### config.mk
export PLATFORM = sky130hd
export DESIGN_NAME = invalidation_queue_event_regs
export DESIGN_NICKNAME = d
export VERILOG_FILES = /design/src/hw/inval_queue_pkg.sv /design/src/hw/event_msg_sender.sv /design/src/hw/sticky_irq_unit.sv /design/src/hw/invalidation_queue_event_regs.sv
export VERILOG_INCLUDE_DIRS = /design/src /design/src/hw
export SDC_FILE = /design/constraint.sdc
export NUM_CORES = 1
export LEC_CHECK = 0
export BUFFER_PORTS_ARGS = -buffer_cell sky130_fd_sc_hd__buf_2
export CORE_ASPECT_RATIO = 0.7
export CORE_MARGIN = 1.5
export CORE_UTILIZATION = 40
export CTS_BUF_LIST = sky130_fd_sc_hd__clkbuf_2 sky130_fd_sc_hd__clkbuf_4 sky130_fd_sc_hd__clkbuf_8
export CTS_CLUSTER_SIZE = 25
export DETAILED_ROUTE_END_ITERATION = 16
export PLACE_DENSITY = 0.63
export SLEW_MARGIN = 20
export SYNTH_ARGS = -nofsm -noshare
export SYNTH_HDL_FRONTEND = slang
export SYNTH_SLANG_ARGS = --single-unit
### constraint.sdc
create_clock -name sys_clk -period 5.3 [get_ports sys_clk]
set_input_delay 0.795 -clock sys_clk [delete_from_list [all_inputs] [get_ports sys_clk]]
set_output_delay 0.795 -clock sys_clk [all_outputs]
set_load 0.005 [all_outputs]
### src/hw/inval_queue_defs.svh
`ifndef INVAL_QUEUE_DEFS_SVH
`define INVAL_QUEUE_DEFS_SVH
// Contract
// - queue base 4KB aligned, bits 11:3 zero
// - base bits above host width may be dropped
// - base reads back last written value
// - size X means 2^(X+8) entries
// - no queue support: registers read zero
// - notify wait done sets sticky flag, W1C
// - event mask resets to one
// - unmasked condition sends message
// - never send message while masked
// - new condition sets pending bit
// - flag already set: no new condition
// - pending stays while message held
// - pending clears once message sent
// - clearing flag drops held message, pending
// - fetch offset zero while queue disabled
// - payload is event data low 16 bits
// - target is event address bits 31:2
`define OFF_QHEAD     12'h080
`define OFF_QTAIL     12'h088
`define OFF_QBASE_LO  12'h090
`define OFF_QBASE_HI  12'h094
`define OFF_DONE      12'h09c
`define OFF_EV_CTL    12'h0a0
`define OFF_EV_DATA   12'h0a4
`define OFF_EV_ADDR   12'h0a8
`define OFF_IRQ_STAT  12'h0f0
`define OFF_IRQ_MASK  12'h0f4
`define POS_MASK      31
`define POS_PEND      30
`define POS_DONE      0
`define QBASE_LSB     12
`define QOFF_LSB      4
`define QOFF_MSB      18
`define MA_LSB        2
`define RST_EV_MASK   1'b1
`define RST_IRQ_MASK  3'h7
`define EV_RAISE      0
`define EV_SENT       1
`define EV_DROP       2
`endif

### src/hw/inval_queue_pkg.sv
package inval_queue_pkg;
    typedef enum logic [3:0] {
        SEL_NONE  = 4'b0000,
        SEL_QHEAD = 4'b0001,
        SEL_QTAIL = 4'b0010,
        SEL_QBLO  = 4'b0011,
        SEL_QBHI  = 4'b0100,
        SEL_DONE  = 4'b0101,
        SEL_CTL   = 4'b0110,
        SEL_DATA  = 4'b0111,
        SEL_ADDR  = 4'b1000,
        SEL_ISTAT = 4'b1001,
        SEL_IMASK = 4'b1010
    } reg_sel_t;
    typedef enum logic {
        MSG_IDLE = 1'b0,
        MSG_HELD = 1'b1
    } msg_state_t;
    typedef struct packed {
        logic [51:0] base_r;
        logic [2:0]  size_r;
        logic [14:0] tail_r;
        logic [14:0] fetch_r;
        logic        done_r;
        logic        mask_r;
        logic [15:0] data_r;
        logic [29:0] addr_r;
        logic [31:0] prdata_r;
        logic        slverr_r;
    } regs_state_t;
    typedef struct packed {
        msg_state_t state_r;
    } sender_state_t;
    typedef struct packed {
        logic [2:0] status_r;
        logic [2:0] mask_r;
        logic       irq_r;
    } irq_state_t;
endpackage : inval_queue_pkg

### src/hw/event_msg_sender.sv
`timescale 1ns/100ps
`default_nettype none
module event_msg_sender
(
    // clock and reset
    input  wire logic sys_clk,
    input  wire logic rst,
    // condition inputs
    input  wire logic mask,
    input  wire logic hold,
    input  wire logic raise,
    input  wire logic cancel,
    // message handshake
    output logic      msg_valid,
    input  wire logic msg_ready,
    // status
    output logic      pending,
    output logic      sent,
    output logic      dropped
);
    import inval_queue_pkg::*;
    sender_state_t s_r;
    sender_state_t s_nxt;

    // offer only while unmasked and no transient hold
    always_comb
    begin
        pending   = (s_r.state_r == MSG_HELD);
        msg_valid = pending && !mask && !hold;
        sent      = msg_valid && msg_ready;
        dropped   = pending && cancel && !sent;
        s_nxt     = s_r;
        case (s_r.state_r)
            MSG_IDLE: if (raise) s_nxt.state_r = MSG_HELD;
            MSG_HELD: if (sent || cancel) s_nxt.state_r = MSG_IDLE;
            default:  s_nxt.state_r = MSG_IDLE;
        endcase
    end

    always_ff @(posedge sys_clk)
    begin
        if (rst) s_r <= '0;
        else     s_r <= s_nxt;
    end
endmodule : event_msg_sender
`default_nettype wire

### src/hw/sticky_irq_unit.sv
`timescale 1ns/100ps
`default_nettype none
`include "inval_queue_defs.svh"
module sticky_irq_unit
(
    // clock and reset
    input  wire logic       sys_clk,
    input  wire logic       rst,
    // events and software access
    input  wire logic [2:0] ev,
    input  wire logic [2:0] clr_bits,
    input  wire logic       mask_wr,
    input  wire logic [2:0] mask_wdata,
    // state
    output logic [2:0]      status,
    output logic [2:0]      mask,
    output logic            irq
);
    import inval_queue_pkg::*;
    irq_state_t s_r;
    irq_state_t s_nxt;

    // a new event wins over the read clear of the same bit
    always_comb
    begin
        s_nxt          = s_r;
        s_nxt.status_r = (s_r.status_r & ~clr_bits) | ev;
        if (mask_wr) s_nxt.mask_r = mask_wdata;
        s_nxt.irq_r    = |(s_nxt.status_r & ~s_nxt.mask_r);
    end

    always_ff @(posedge sys_clk)
    begin
        if (rst)
        begin
            s_r        <= '0;
            s_r.mask_r <= `RST_IRQ_MASK;
        end
        else s_r <= s_nxt;
    end

    assign status = s_r.status_r;
    assign mask   = s_r.mask_r;
    assign irq    = s_r.irq_r;
endmodule : sticky_irq_unit
`default_nettype wire

### src/hw/invalidation_queue_event_regs.sv
// Register access over APB was chosen for this implementation.
`timescale 1ns/100ps
`default_nettype none
`include "inval_queue_defs.svh"
module invalidation_queue_event_regs
#(
    parameter int HOST_ADDR_WIDTH = 64
)
(
    // clock and reset
    input  wire logic        sys_clk,
    input  wire logic        rst,
    // apb slave
    input  wire logic [11:0] paddr,
    input  wire logic        psel,
    input  wire logic        penable,
    input  wire logic        pwrite,
    input  wire logic [31:0] pwdata,
    output logic [31:0]      prdata,
    output logic             pready,
    output logic             pslverr,
    // unit configuration
    input  wire logic        queued_invalidation_support,
    input  wire logic        queue_enabled,
    // descriptor engine side
    input  wire logic        wait_done_notify,
    input  wire logic        fetch_advance,
    input  wire logic        msg_hold,
    output logic [51:0]      queue_base_address,
    output logic [2:0]       queue_size_exponent,
    output logic [14:0]      queue_fetch_offset,
    output logic [14:0]      queue_write_offset,
    // interrupt message
    output logic             msg_valid,
    input  wire logic        msg_ready,
    output logic [15:0]      event_message_payload,
    output logic [31:0]      event_message_target,
    // interrupt
    output logic             irq
);
    import inval_queue_pkg::*;

    regs_state_t s_r;
    regs_state_t s_nxt;
    reg_sel_t    sel;
    logic        sup;
    logic        setup;
    logic        wr_en;
    logic        rd_en;
    logic        raise;
    logic        cancel;
    logic        pending;
    logic        sent;
    logic        dropped;
    logic [2:0]  irq_status;
    logic [2:0]  irq_mask;
    logic [2:0]  irq_clr;
    logic [51:0] base_keep;

    // address decode, shared by read mux and write path
    function automatic reg_sel_t decode(input logic [11:0] a);
        reg_sel_t r;
        r = SEL_NONE;
        if (a == `OFF_QHEAD) r = SEL_QHEAD;
        else if (a == `OFF_QTAIL) r = SEL_QTAIL;
        else if (a == `OFF_QBASE_LO) r = SEL_QBLO;
        else if (a == `OFF_QBASE_HI) r = SEL_QBHI;
        else if (a == `OFF_DONE) r = SEL_DONE;
        else if (a == `OFF_EV_CTL) r = SEL_CTL;
        else if (a == `OFF_EV_DATA) r = SEL_DATA;
        else if (a == `OFF_EV_ADDR) r = SEL_ADDR;
        else if (a == `OFF_IRQ_STAT) r = SEL_ISTAT;
        else if (a == `OFF_IRQ_MASK) r = SEL_IMASK;
        return r;
    endfunction : decode

    // last entry index of a queue of 2^(x+8) entries
    function automatic logic [14:0] entry_mask(input logic [2:0] x);
        logic [15:0] span;
        span = 16'h1 << ({1'b0, x} + 4'h8);
        return 15'(span - 16'h1);
    endfunction : entry_mask

    // bits at or above the host width are not kept
    function automatic logic [51:0] base_bits();
        logic [63:0] m;
        m = (HOST_ADDR_WIDTH >= 64) ? ~64'h0 : ((64'h1 << HOST_ADDR_WIDTH) - 64'h1);
        return m[63:`QBASE_LSB];
    endfunction : base_bits

    assign base_keep = base_bits();

    // bus phases; without queue support writes fall away
    always_comb
    begin
        sup   = queued_invalidation_support;
        sel   = decode(paddr);
        setup = psel && !penable;
        wr_en = psel && penable && pwrite && sup;
        rd_en = psel && penable && !pwrite;
    end

    // a new condition only when the flag was still clear
    always_comb
    begin
        raise  = sup && wait_done_notify && !s_r.done_r;
        cancel = s_r.done_r && !s_nxt.done_r;
    end

    // only bits captured into the read word are cleared, so a
    // late event between setup and access is never lost
    assign irq_clr = (rd_en && sup && sel == SEL_ISTAT) ? s_r.prdata_r[2:0] : 3'h0;

    // register updates
    always_comb
    begin
        s_nxt = s_r;
        if (wr_en)
        begin
            if (sel == SEL_QTAIL)
            begin
                s_nxt.tail_r = pwdata[`QOFF_MSB:`QOFF_LSB];
            end
            else if (sel == SEL_QBLO)
            begin
                s_nxt.base_r[19:0] = pwdata[31:`QBASE_LSB] & base_keep[19:0];
                s_nxt.size_r       = pwdata[2:0];
            end
            else if (sel == SEL_QBHI)
            begin
                s_nxt.base_r[51:20] = pwdata & base_keep[51:20];
            end
            else if (sel == SEL_DONE)
            begin
                if (pwdata[`POS_DONE]) s_nxt.done_r = 1'b0;
            end
            else if (sel == SEL_CTL)
            begin
                // pending and low reserved bits are not stored
                s_nxt.mask_r = pwdata[`POS_MASK];
            end
            else if (sel == SEL_DATA)
            begin
                s_nxt.data_r = pwdata[15:0];
            end
            else if (sel == SEL_ADDR)
            begin
                s_nxt.addr_r = pwdata[31:`MA_LSB];
            end
        end
        // hardware set wins over a same-cycle software clear
        if (sup && wait_done_notify) s_nxt.done_r = 1'b1;
        // fetch offset walks the ring, zero when disabled
        if (!queue_enabled)
        begin
            s_nxt.fetch_r = 15'h0;
        end
        else if (fetch_advance)
        begin
            s_nxt.fetch_r = (s_r.fetch_r + 15'h1) & entry_mask(s_r.size_r);
        end
        // read word is taken in setup so prdata is a flop
        if (setup)
        begin
            s_nxt.slverr_r = (sel == SEL_NONE);
            s_nxt.prdata_r = 32'h0;
            if (sup)
            begin
                case (sel)
                    SEL_QHEAD: s_nxt.prdata_r[`QOFF_MSB:`QOFF_LSB] = s_r.fetch_r;
                    SEL_QTAIL: s_nxt.prdata_r[`QOFF_MSB:`QOFF_LSB] = s_r.tail_r;
                    SEL_QBLO:  s_nxt.prdata_r = {s_r.base_r[19:0], 9'h0, s_r.size_r};
                    SEL_QBHI:  s_nxt.prdata_r = s_r.base_r[51:20];
                    SEL_DONE:  s_nxt.prdata_r[`POS_DONE] = s_r.done_r;
                    SEL_CTL:   s_nxt.prdata_r = {s_r.mask_r, pending, 30'h0};
                    SEL_DATA:  s_nxt.prdata_r[15:0] = s_r.data_r;
                    SEL_ADDR:  s_nxt.prdata_r = {s_r.addr_r, 2'h0};
                    SEL_ISTAT: s_nxt.prdata_r[2:0] = irq_status;
                    SEL_IMASK: s_nxt.prdata_r[2:0] = irq_mask;
                    default:   s_nxt.prdata_r = 32'h0;
                endcase
            end
        end
    end

    always_ff @(posedge sys_clk)
    begin
        if (rst)
        begin
            s_r        <= '0;
            s_r.mask_r <= `RST_EV_MASK;
        end
        else s_r <= s_nxt;
    end

    // message timing and pending bit
    event_msg_sender u_sender
    (
        .sys_clk   (sys_clk),
        .rst       (rst),
        .mask      (s_r.mask_r),
        .hold      (msg_hold),
        .raise     (raise),
        .cancel    (cancel),
        .msg_valid (msg_valid),
        .msg_ready (msg_ready),
        .pending   (pending),
        .sent      (sent),
        .dropped   (dropped)
    );

    // local status interrupt on block events
    sticky_irq_unit u_irq
    (
        .sys_clk    (sys_clk),
        .rst        (rst),
        .ev         ({dropped, sent, raise}),
        .clr_bits   (irq_clr),
        .mask_wr    (wr_en && sel == SEL_IMASK),
        .mask_wdata (pwdata[2:0]),
        .status     (irq_status),
        .mask       (irq_mask),
        .irq        (irq)
    );

    // zero-wait slave; error only on unmapped offsets
    assign pready                = 1'b1;
    assign prdata                = s_r.prdata_r;
    assign pslverr               = s_r.slverr_r && psel && penable;
    assign queue_base_address    = s_r.base_r;
    assign queue_size_exponent   = s_r.size_r;
    assign queue_fetch_offset    = s_r.fetch_r;
    assign queue_write_offset    = s_r.tail_r;
    assign event_message_payload = s_r.data_r;
    assign event_message_target  = {s_r.addr_r, 2'h0};
endmodule : invalidation_queue_event_regs
`default_nettype wire

# Word-level counts from Yosys, hierarchy flattened
# Index checks and enable logic that the tools add are counted.
[classes]
n_shift = 1
muxes = 35
addsub = 3
reduce_logical = 35
n_bitwise = 14
n_eq_ne = 20
[ops]
columns = ["operator", "n"]
rows = [
  ["48-bit 2-to-1 mux", 4],
  ["12-bit by 8-bit equality test with 1-bit output (second input constant)", 10],
  ["12-bit case mux with 6 select lines", 1],
  ["30-bit 2-to-1 mux", 2],
  ["13-bit case mux with 4 select lines", 1],
  ["47-bit 2-to-1 mux", 1],
  ["46-bit 2-to-1 mux", 1],
  ["4-bit 2-to-1 mux", 10],
  ["32-bit 2-to-1 mux", 1],
  ["1-bit logical AND", 18],
  ["4-bit by 3-bit equality test with 1-bit output (second input constant)", 4],
  ["16-bit 2-to-1 mux", 1],
  ["15-bit by 1-bit adder with 15-bit output (second input constant)", 1],
  ["15-bit AND", 1],
  ["3-bit case mux with 5 select lines", 1],
  ["1-bit by 4-bit left shift with 15-bit output (first input constant)", 1],
  ["15-bit by 1-bit subtractor with 15-bit output (second input constant)", 1],
  ["4-bit equality test (second input constant)", 3],
  ["2-bit case mux with 6 select lines", 1],
  ["4-bit by 2-bit equality test with 1-bit output (second input constant)", 2],
  ["1-bit NOT", 8],
  ["8-bit AND reduction", 1],
  ["1-bit zero test", 7],
  ["7-bit AND reduction", 1],
  ["other kinds (18)", 26],
]
[word_totals]
out_inout_bits = 169
reg_bits = 174
inputBits = 55

# Longest topological paths before layout
# Gate-level depths: netlist of the first run.
[depth]
depth_word = 28
ltp_mapped = 10

# Cells and area by module
# A second synthesis of the first run with hierarchy kept.
[hier_totals]
cells_unflattened = 1099
hier_area_um2 = 9036.2
[modules_own_cells]
columns = ["module", "area_per_inst_um2", "cells_each", "n_inst", "seq_area_each_um2"]
rows = [
  ["invalidation_queue_event_regs", 8703.3, 1068, 1, 3323.2],
  ["sticky_irq_unit", 259.0, 23, 1, 140.1],
  ["event_msg_sender", 73.8, 8, 1, 20.0],
]

# Worst setup path after synthesis of the first run
# Ideal clock, no wire load.
[synth_path]
kind = "input-to-reg"
from = "in paddr[4]"
to = "reg s_r (netlist bit queue_size_exponent[1])"
slack_ps = 2384
stages = 10
arrival_time_ps = 2789
t_required_ps = 5172
path_buffers = 4
cell_sequence = "buf_2 -> nand4b_1 -> o21ai_1 -> or4_1 -> buf_2 -> or4_4 -> buf_6 -> buf_6 -> mux2i_1 -> nor2_1"
[synth_via]
elab_chain_len = 14
elab_cells_between_ends = 24
[synth_lines]
columns = ["item", "line", "source"]
rows = [
  ["from (decl)", "invalidation_queue_event_regs.sv:14", "input wire logic [11:0] paddr,"],
  ["12-bit by 8-bit equality test with 1-bit output (no line)", "--", ""],
  ["4-bit 2-to-1 mux", "invalidation_queue_event_regs.sv:73", "else if (a == `OFF_IRQ_MASK) r = SEL_IMASK;"],
  ["4-bit 2-to-1 mux", "invalidation_queue_event_regs.sv:72", "else if (a == `OFF_IRQ_STAT) r = SEL_ISTAT;"],
  ["4-bit 2-to-1 mux", "invalidation_queue_event_regs.sv:71", "else if (a == `OFF_EV_ADDR) r = SEL_ADDR;"],
  ["4-bit 2-to-1 mux", "invalidation_queue_event_regs.sv:70", "else if (a == `OFF_EV_DATA) r = SEL_DATA;"],
  ["4-bit 2-to-1 mux", "invalidation_queue_event_regs.sv:69", "else if (a == `OFF_EV_CTL) r = SEL_CTL;"],
  ["4-bit 2-to-1 mux", "invalidation_queue_event_regs.sv:68", "else if (a == `OFF_DONE) r = SEL_DONE;"],
  ["4-bit 2-to-1 mux", "invalidation_queue_event_regs.sv:67", "else if (a == `OFF_QBASE_HI) r = SEL_QBHI;"],
  ["4-bit 2-to-1 mux", "invalidation_queue_event_regs.sv:66", "else if (a == `OFF_QBASE_LO) r = SEL_QBLO;"],
  ["4-bit 2-to-1 mux", "invalidation_queue_event_regs.sv:65", "else if (a == `OFF_QTAIL) r = SEL_QTAIL;"],
  ["4-bit 2-to-1 mux (*)", "invalidation_queue_event_regs.sv:64", "if (a == `OFF_QHEAD) r = SEL_QHEAD;"],
  ["4-bit by 2-bit equality test with 1-bit output", "invalidation_queue_event_regs.sv:120", "if (sel == SEL_QTAIL)"],
  ["1-bit NOT (no line)", "--", ""],
  ["3-bit AND reduction (no line) (*)", "--", ""],
  ["to (signal assigned)", "invalidation_queue_event_regs.sv:193", "else s_r <= s_nxt;"],
  ["to (decl)", "invalidation_queue_event_regs.sv:43", "regs_state_t s_r;"],
]
# Mark *: on every way between the ends. The rest lies on a longest branch, timed or not.
# A chain may end at the register's enable or synchronous reset.

# Worst setup path in the final report of the first run
[layout_path]
from = "in paddr[1]"
to = "reg s_r (netlist bit queue_base_address[31])"
[layout_via]
elab_chain_len = 14
elab_cells_between_ends = 26
[layout_lines]
columns = ["item", "line"]
rows = [
  ["12-bit by 8-bit equality test with 1-bit output (no line)", "--"],
  ["4-bit 2-to-1 mux", "invalidation_queue_event_regs.sv:73"],
  ["4-bit 2-to-1 mux", "invalidation_queue_event_regs.sv:72"],
  ["4-bit 2-to-1 mux", "invalidation_queue_event_regs.sv:71"],
  ["4-bit 2-to-1 mux", "invalidation_queue_event_regs.sv:70"],
  ["4-bit 2-to-1 mux", "invalidation_queue_event_regs.sv:69"],
  ["4-bit 2-to-1 mux", "invalidation_queue_event_regs.sv:68"],
  ["4-bit 2-to-1 mux", "invalidation_queue_event_regs.sv:67"],
  ["4-bit 2-to-1 mux", "invalidation_queue_event_regs.sv:66"],
  ["4-bit 2-to-1 mux", "invalidation_queue_event_regs.sv:65"],
  ["4-bit 2-to-1 mux (*)", "invalidation_queue_event_regs.sv:64"],
  ["4-bit by 2-bit equality test with 1-bit output (on tied branches)", "invalidation_queue_event_regs.sv:124, invalidation_queue_event_regs.sv:120"],
  ["1-bit NOT (no line)", "--"],
  ["4-bit AND reduction (no line) (*)", "--"],
]
# Marks and branches as above.

==> impl_metrics.csv, run 1 <==
group,metric,value,unit
synth,yosysTopAreaCell,"dfxtp_1",
synth,syn_area,8945,sq um
die,fp.coreArea,21790,sq um
drt,totalWireLength,28250,microns
synth,synthDistinctLibCells,66,
synth,synth_top_family_by_area,"simple AND/OR/NAND/NOR gates",
placed_design,port_buffers,220,
worst_setup_path,critical_path_peak_fanout,32,
synth,synthSimpleGateAreaFrac,0.1922,
die,io_pins,224,
synth,syn_area_per_cell,8.088,sq um
sta,rsz0062_at_grt,"false",
finish,antennaDiodeCount,0,
placed_design,gp_congestion,0.9351,
worst_setup_path,cp.required,5.67,ns
synth,ys_ff_latch,174,
sta,setup_viol,0,
status,status,"completed",
power_and_ir_drop,power_density,256.1,nW/um^2
finish,syn2layout_area_growth,5.357,%
global_routing,antenna_found_initial,1,
sta,period_share,0.6260,
synth,synth_warnings,0,
placed_design,hpwl,20200,microns
die,start_util,0.4105,
worst_setup_path,endpoint_kind,"flop",
drt,routedWlPerCell,19.85,microns
clock_tree,cts_hold_buf,0,
synth,synth_fa_ha_area_frac,0.002798,
synth,async_flop_share,0,
synth,synth_cells,1106,
finish,fin_cells,1423,
sta,max_freq,301.4,MHz
sta,period_needed,3.318,ns
sta,fin_skew,0.01376,ns
power_and_ir_drop,p_leak,3.835,nW
global_routing,grt_remaining_overflow,0,
drt,postRouteAntennaNets,0,
drt,via_per_inst,5.481,
worst_setup_path,arrival,3.69,ns
worst_setup_path,start_kind,"primary input",
sta,worst_pin_slew,1.055,ns
clock_tree,cts_tree,"yes",
drt,vias,7799,
die,die_area,23280,sq um
clock_tree,htreeDepth,4,
run,cap_violations,0,
synth,synth_mux_area_frac,0.05763,
sta,finalHoldViolCount,0,
synth,synth_xor_area_frac,0.01371,
power_and_ir_drop,ir_drop,113.4,uV
finish,drive_above_1_share,0.2498,
synth,synth.top_cell.area_share,0.3894,
clock_tree,cts_root_buf,"clkbuf_8",
synth,synthFlopType,"dfxtp_1",
global_routing,grt_pass1_wl,42520,microns
synth,synth_compound_area_frac,0.1688,
drt,drt_iter0_drc,857,
clock_tree,cts_inserted_buffers,17,
synth,synth_area_leaders,"dfxtp_1 (39%), buf_4 (14%), nand2_1 (8.9%)",
global_routing,grt_max_degree,79,
placed_design,dp.cells,1391,
clock_tree,cts_sinks,174,
sta,slew_viol_final,0,
clock_tree,ctsLongestPathBuffers,2,
global_routing,track_usage,0.2397,
synth,synth_edf_count,0,
sta,tns,0,ns
synth,synth.yosys.seq_area_share,0.3894,
drt,drcViolationCount,0,
drt,first_pass_iters,6,
clock_tree,clkLatencyLatePin,0.45,ns
die,rows,45,
clock_tree,post_cts_resize_count,0,
die,fp.dieW,181.7,microns
clock_tree,clk_pin_slew_worst_paths,0.09,ns
min_path,hold_class,"flop to flop",
global_routing,first_global_vias,7113,
clock_tree,postCtsSetupRepairBufs,0,
die,die_height,128.1,microns
finish,nNetsFinal,1185,
sta,relSlewSlack,0.2966,
worst_setup_path,critical_path_class,"primary input to flop",
## registers in the layout, summed over array words and instances, names as in the netlist
name / count
u_irq.mask: 3
event_message_payload: 16
s_r: 3
event_message_target: 30
u_irq.irq: 1
queue_size_exponent: 3
queue_base_address: 52
prdata: 32
queue_write_offset: 15
queue_fetch_offset: 15
u_sender.pending: 1
u_irq.status: 3
## cell families (layout without fill, tap and decap cells)
| group | after synthesis | count (layout) |
|---|---|---|
| and+or+nand+nor | 387 | 387 |
| xor gates and xnor gates | 14 | 14 |
| DFF | 174 | 174 |
| other | 2 | 3 |
| adders and majority gates | 2 | 2 |
| AOI/OAI and AO/OA | 236 | 236 |
| muxes | 51 | 51 |
| buffers and inverters | 240 | 274 |
## through the flow
stage          power [mW]  cell area [sq um]    util  hold WS, ns  setup WS (ns)
6_report            2.413               9424  0.4325       0.4632          1.982
3_5_place_dp        1.468               9007  0.4134       0.4426          1.584
4_1_cts             2.431               9419  0.4323       0.4656          2.059
3_3_place_gp        1.469               9007  0.4134       0.4380          1.381
5_1_grt             2.496               9424  0.4325       0.4916          1.727
2_1_floorplan       1.410               8949       -       0.4263          2.384
## power by group
group	switching, mW	total (mW)	leakage [nW]	internal, mW
Clock	0.493	0.974	0.207	0.481
Sequential	0.00366	1.31	1.40	1.31
Combinational	0.0910	0.127	2.23	0.0361
Total	0.587	2.41	3.83	1.83
## worst max-delay path, stage by stage
cell and delay [ns]:
buf_2 0.11, nor4_4 0.45, nand2_1 0.55, a2111oi_4 0.37, buf_4 0.32, o211a_2 0.75, nand2_1 0.12, a21oi_1 0.18
## cell usage after synthesis (8+ instances only)
library cell and instances:
o21ai_0 35, nor4_1 9, buf_2 9, clkbuf_1 51, nand3_1 8, a21oi_1 109, xor2_1 11, nor2_1 82
inv_1 9, nand4_1 11, a22oi_1 16, dfxtp_1 174, a221oi_1 19, nor2b_1 11, nor3_1 14, a222oi_1 8
mux2i_1 47, nand2_1 212, buf_4 167
## metal layers
metal / part of all wire / up-vias / global-route usage
li1: - / 3689 / -
met1: 0.48 / 3687 / 0.3681
met2: 0.39 / 380 / 0.3174
met3: 0.10 / 41 / 0.06847
met4: 0.017 / 2 / 0.06422
met5: 0.00028 / - / 0
## cell type report
class	count	area [sq um]
Sequential cell	174	3483
Timing Repair Buffer	233	1201
Fill cell	2212	12370
Multi-Input combinational cell	693	3941
Clock inverter	8	106.4
Inverter	9	33.78
Clock buffer	24	305.3
Tap cell	282	352.8
## path summary, 6_finish.rpt
path / cells past startpoint / endpoint / startpoint / slack (ns)
worst max-delay path: 8 / queue_base_address[31] / paddr[1] / 1.98
worst min-delay path: 2 / prdata[24] / prdata[24] / 0.46
worst max register to register: 5 / queue_fetch_offset[14] / queue_size_exponent[2] / 3.48
worst min register to register: 2 / prdata[24] / prdata[24] / 0.46
## placed cells by master (no fill, tap or decap), types with 3 or more instances in the layout
master | synthesis | layout
dfxtp_1 | 174 | 174
nand4_1 | 11 | 11
a221o_1 | 5 | 5
inv_1 | 9 | 9
a22o_1 | 6 | 6
mux2_2 | 4 | 4
a211oi_1 | 3 | 3
a222oi_1 | 8 | 8
buf_2 | 9 | 219
nand2b_1 | 7 | 7
a32oi_1 | 3 | 3
and3_1 | 4 | 4
xor2_1 | 11 | 11
a22oi_1 | 16 | 16
buf_4 | 167 | 14
conb_1 | 2 | 3
mux2i_1 | 47 | 47
a221oi_1 | 19 | 19
clkbuf_8 | 0 | 20
a31oi_1 | 7 | 7
nor2b_1 | 11 | 11
nor3b_1 | 4 | 4
nor4_1 | 9 | 7
xnor2_1 | 3 | 3
and2_1 | 7 | 7
a21oi_1 | 109 | 109
nand3_1 | 8 | 8
nor2_1 | 82 | 80
clkbuf_4 | 0 | 4
o21ai_0 | 35 | 35
nand2_1 | 212 | 212
nor3_1 | 14 | 13
Power figures use the tool's default switching activity.
==> run 2, diff against run 1 <==
==> constraint.sdc (replaced) <==
create_clock -name sys_clk -period 3.1 [get_ports sys_clk]
set_input_delay 0.465 -clock sys_clk [delete_from_list [all_inputs] [get_ports sys_clk]]
set_output_delay 0.465 -clock sys_clk [all_outputs]
set_load 0.005 [all_outputs]
==> impl_metrics.csv, run 2 (synthesis results as in run 1) <==
group,metric,value,unit
sta,period_needed,2.428,ns
clock_tree,post_cts_resize_count,0,
power_and_ir_drop,ir_drop,227.4,uV
worst_setup_path,crit_start,"paddr[7]",
power_and_ir_drop,p_comb_frac,0.054,
clock_tree,cts_sinks,174,
global_routing,grt_pass1_wl,43110,microns
placed_design,placed_cell_area,9220,sq um
min_path,hold_class,"primary input to flop",
global_routing,grt_max_degree,60,
placed_design,gp_congestion,0.9836,
worst_setup_path,start_kind,"primary input",
sta,tns,0,ns
worst_setup_path,worst_path_max_delay_cell,"or4_4",
die,rows,45,
drt,vias,7898,
placed_design,hpwl,20720,microns
run,cap_violations,0,
drt,drcViolationCount,0,
placed_design,port_buffers,220,
finish,mostFrequentLayoutCell,"buf_2",
die,die_area,23280,sq um
clock_tree,cts_root_buf,"clkbuf_8",
sta,max_freq,411.9,MHz
clock_tree,postCtsSetupRepairBufs,0,
worst_setup_path,path_cells,"buf_2 > nor3b_1 > nand2_2 > or4_1 > or4_4 > mux2i_1 > nor2_1",
power_and_ir_drop,total_power,4.168,mW
drt,totalWireLength,28600,microns
sta,finalHoldViolCount,0,
global_routing,antenna_found_initial,1,
drt,routedWlPerCell,19.74,microns
die,io_pins,224,
worst_setup_path,cp.required,3.44,ns
global_routing,track_usage,0.2414,
global_routing,grt_remaining_overflow,0,
sta,setup_viol,0,
power_and_ir_drop,swShare,0.2671,
drt,via_per_inst,5.451,
worst_setup_path,slowest_delay,0.78,ns
clock_tree,htreeDepth,4,
global_routing,first_global_vias,7154,
finish,fillers,2222,
clock_tree,cts_inserted_buffers,17,
drt,postRouteAntennaNets,0,
status,status,"completed",
die,die_height,128.1,microns
placed_design,dp.cells,1416,
sta,worst_pin_slew,0.8043,ns
die,fp.coreArea,21790,sq um
sta,slew_viol_final,0,
sta,fin_skew,0.01024,ns
power_and_ir_drop,p_seq_frac,0.539,
sta,rsz0062_at_grt,"false",
min_path,holdCritStartpoint,"pwdata[10]",
finish,largest_reg_flops,52,
worst_setup_path,endpoint_kind,"flop",
power_and_ir_drop,clockPowerShare,0.407,
clock_tree,cts_hold_buf,0,
clock_tree,clk_pin_slew_worst_paths,0.11,ns
clock_tree,cts_tree,"yes",
finish,syn2layout_area_growth,7.749,%
die,fp.dieW,181.7,microns
finish,layout_common_cells,"buf_2 (219), nand2_1 (212), dfxtp_1 (174)",
clock_tree,ctsLongestPathBuffers,2,
finish,postLayoutCellArea,9638,sq um
finish,drive_above_1_share,0.2650,
power_and_ir_drop,power_density,432.5,nW/um^2
power_and_ir_drop,p_leak,3.972,nW
drt,drt_iter0_drc,814,
sta,relSlewSlack,0.4606,
die,start_util,0.4105,
worst_setup_path,critical_path_peak_fanout,23,
power_and_ir_drop,p_int,3.055,mW
drt,first_pass_iters,5,
worst_setup_path,arrival,2.77,ns
finish,fin_cells,1449,
worst_setup_path,critical_path_class,"primary input to flop",
clock_tree,clkLatencyLatePin,0.47,ns
sta,period_share,0.7831,
power_and_ir_drop,power.switching,1.113,mW
finish,nNetsFinal,1210,
worst_setup_path,r2r-start,"queue_size_exponent[2]",
-- run 2: final cells by class --
class	count	area (sq um)	area share
multi-input combinational	693	3936	0.4084
timing repair buffer	258	1414	0.1467
antenna	1	2.502	0.0002596
sequential	174	3483	0.3614
tap	282	352.8	0.03661
inverter	9	33.78	0.003505
clock buffer	17	234.0	0.02428
clock inverter	15	181.4	0.01882
-- run 2: routing by layer --
| layer | routed length (microns) | track usage |
|---|---|---|
| met1 | 14130 | 0.3619 |
| met3 | 2543 | 0.06619 |
| met5 | 0 | 0 |
| met4 | 404 | 0.05245 |
| met2 | 11520 | 0.3387 |
-- run 2: final timing paths --
check / slack (ns) / to / cells after the start
worst max register to register: 1.16 / queue_fetch_offset[10] / 7
worst max-delay path: 0.67 / queue_base_address[0] / 7
worst min-delay path: 0.26 / event_message_target[10] / 3
worst min register to register: 0.46 / prdata[26] / 2
-- run 2: power by group through the flow --
stage                     registers, mW  logic (mW)  clock network, mW
after floorplan                    2.29       0.116                  0
after global placement             2.30       0.219                  0
after detailed placement           2.30       0.220                  0
after CTS                          2.24       0.221               1.73
after global routing               2.25       0.242               1.82
final                              2.25       0.226               1.70
-- run 2: critical path, delay by kind of cell --
family | cells | cell delay [ns]
buffers and inverters | 1 | 0.19
and+or+nand+nor | 5 | 1.83
muxes | 1 | 0.25
-- run 2: through the flow --
stage | hold WS [ns] | util | setup WS [ns]
global placement | 0.4330 | 0.4231 | 0.3040
CTS | 0.2216 | 0.4422 | 0.7560
finish | 0.2598 | 0.4423 | 0.6723
floorplan | 0.4263 | - | 0.5138
global route | 0.2393 | 0.4423 | 0.5305
detailed placement | 0.4411 | 0.4231 | 0.2420
==> run 3, diff against run 2 <==
--- a/config.mk
+++ b/config.mk
@@ -13,7 +13,7 @@
 export CTS_BUF_LIST = sky130_fd_sc_hd__clkbuf_2 sky130_fd_sc_hd__clkbuf_4 sky130_fd_sc_hd__clkbuf_8
 export CTS_CLUSTER_SIZE = 25
 export DETAILED_ROUTE_END_ITERATION = 16
-export PLACE_DENSITY = 0.63
+export PLACE_DENSITY = 0.65
 export SLEW_MARGIN = 20
 export SYNTH_ARGS = -nofsm -noshare
 export SYNTH_HDL_FRONTEND = slang
==> constraint.sdc (replaced) <==
create_clock -name sys_clk -period 2.1 [get_ports sys_clk]
set_input_delay 0.315 -clock sys_clk [delete_from_list [all_inputs] [get_ports sys_clk]]
set_output_delay 0.315 -clock sys_clk [all_outputs]
set_load 0.005 [all_outputs]
==> impl_metrics.csv, run 3 (synthesis results as in run 1) <==
group,metric,value,unit
finish,antennaDiodeCount,0,
finish,fin_cells,1501,
sta,period_needed,2.054,ns
global_routing,grt_max_degree,78,
clock_tree,cts_root_buf,"clkbuf_8",
finish,nNetsFinal,1263,
sta,rsz0062_at_grt,"true",
drt,totalWireLength,29900,microns
die,fp.coreArea,21790,sq um
die,die_area,23280,sq um
placed_design,gp_congestion,0.9072,
die,fp.dieW,181.7,microns
worst_setup_path,start_kind,"primary input",
clock_tree,cts_inserted_buffers,17,
finish,fillers,2155,
finish,syn2layout_area_growth,14.25,%
placed_design,port_buffers,220,
global_routing,grt_pass1_wl,44330,microns
placed_design,hpwl,21630,microns
drt,routedWlPerCell,19.92,microns
global_routing,grt_remaining_overflow,0,
clock_tree,postCtsSetupRepairBufs,0,
die,start_util,0.4105,
worst_setup_path,cp.required,2.43,ns
clock_tree,cts_hold_buf,0,
drt,drt_iter0_drc,890,
power_and_ir_drop,power_density,626.3,nW/um^2
clock_tree,cts_sinks,174,
global_routing,first_global_vias,7424,
worst_setup_path,endpoint_kind,"flop",
sta,timing.hold.ws,0.09221,ns
power_and_ir_drop,ir_drop,429.3,uV
clock_tree,htreeDepth,4,
worst_setup_path,critical_path_class,"primary input to flop",
sta,finalHoldViolCount,0,
drt,vias,8218,
sta,worst_pin_slew,0.8589,ns
finish,mostFrequentLayoutCell,"buf_2",
worst_setup_path,worst_path_max_delay_cell,"or4_4",
sta,tns,0,ns
power_and_ir_drop,p_leak,4.291,nW
sta,slew_viol_final,0,
status,status,"completed",
sta,max_freq,486.8,MHz
drt,drcViolationCount,0,
power_and_ir_drop,total_power,6.400,mW
worst_setup_path,arrival,2.38,ns
clock_tree,cts_tree,"yes",
run,cap_violations,0,
min_path,hold_class,"primary input to flop",
worst_setup_path,cpMostUsedCell,"or4_4",
sta,setup_viol,0,
finish,layout_common_cells,"buf_2 (219), nand2_1 (212), dfxtp_1 (174)",
sta,relSlewSlack,0.4274,
worst_setup_path,critical_path_peak_fanout,23,
die,io_pins,224,
worst_setup_path,slowest_delay,0.55,ns
global_routing,track_usage,0.2502,
die,rows,45,
clock_tree,clk_pin_slew_worst_paths,0.10,ns
drt,via_per_inst,5.475,
clock_tree,clkLatencyLatePin,0.48,ns
die,die_height,128.1,microns
drt,first_pass_iters,5,
worst_setup_path,path_cells,"buf_2 > nor4_4 > nand2_2 > or4_4 > or4_4 > buf_12 > mux2i_1 > nor2_1",
placed_design,dp.cells,1469,
sta,period_share,0.9782,
drt,postRouteAntennaNets,0,
global_routing,antenna_found_initial,1,
clock_tree,ctsLongestPathBuffers,2,
finish,largest_reg_flops,52,
finish,drive_above_1_share,0.3027,
sta,fin_skew,0.01665,ns
-- run 3: layout make-up --
type | count | area, sq um | area share
Multi-Input combinational cell | 693 | 3989 | 0.3903
Sequential cell | 174 | 3483 | 0.3408
Timing Repair Buffer | 311 | 1912 | 0.1871
Tap cell | 282 | 352.8 | 0.03452
Clock buffer | 17 | 234.0 | 0.02289
Clock inverter | 15 | 215.2 | 0.02106
Inverter | 9 | 33.78 | 0.003306
-- run 3: critical path: cells and delay by family --
family / cells / cell delay [ns]
buffers and inverters: 2 / 0.30
muxes: 1 / 0.17
and+or+nand+nor: 5 / 1.57
-- run 3: where the power goes --
part	total, mW	switching, mW	internal, mW
sequential	3.31	0.00839	3.31
clock	2.68	1.45	1.24
combinational	0.402	0.257	0.145
-- run 3: repair_timing --
action                     4_1_cts  5_1_grt
pin swaps                        0        0
setup endpoints to repair        8       87
resized for setup                1        4
-- run 3: per-stage QoR --
stage / instance area [sq um] / setup slack, ns / util
final: 10220 / 0.04585 / 0.4690
after global placement: 9738 / -0.4254 / 0.4469
after CTS: 10200 / 0.04155 / 0.4679
after global routing: 10220 / -0.01409 / 0.4690
after detailed placement: 9738 / -0.5420 / 0.4469
after floorplan: 9009 / -0.3265 / -
-- run 3: final timing paths --
kind	from	end	slack, ns	depth (start not counted)
worst max-delay path	paddr[1]	queue_size_exponent[0]	0.05	8
worst min-delay path	pwdata[23]	event_message_target[23]	0.09	3
worst max register to register	queue_size_exponent[2]	queue_fetch_offset[12]	0.27	6
worst min register to register	prdata[3]	prdata[3]	0.46	2
-- run 3: metal layers --
layer	vias to the layer above	wire [microns]	track usage
met3	23	2906	0.06051
met4	2	274	0.05735
met1	3915	14520	0.3805
met5	-	8	0
met2	431	12200	0.3493
li1	3847	-	-
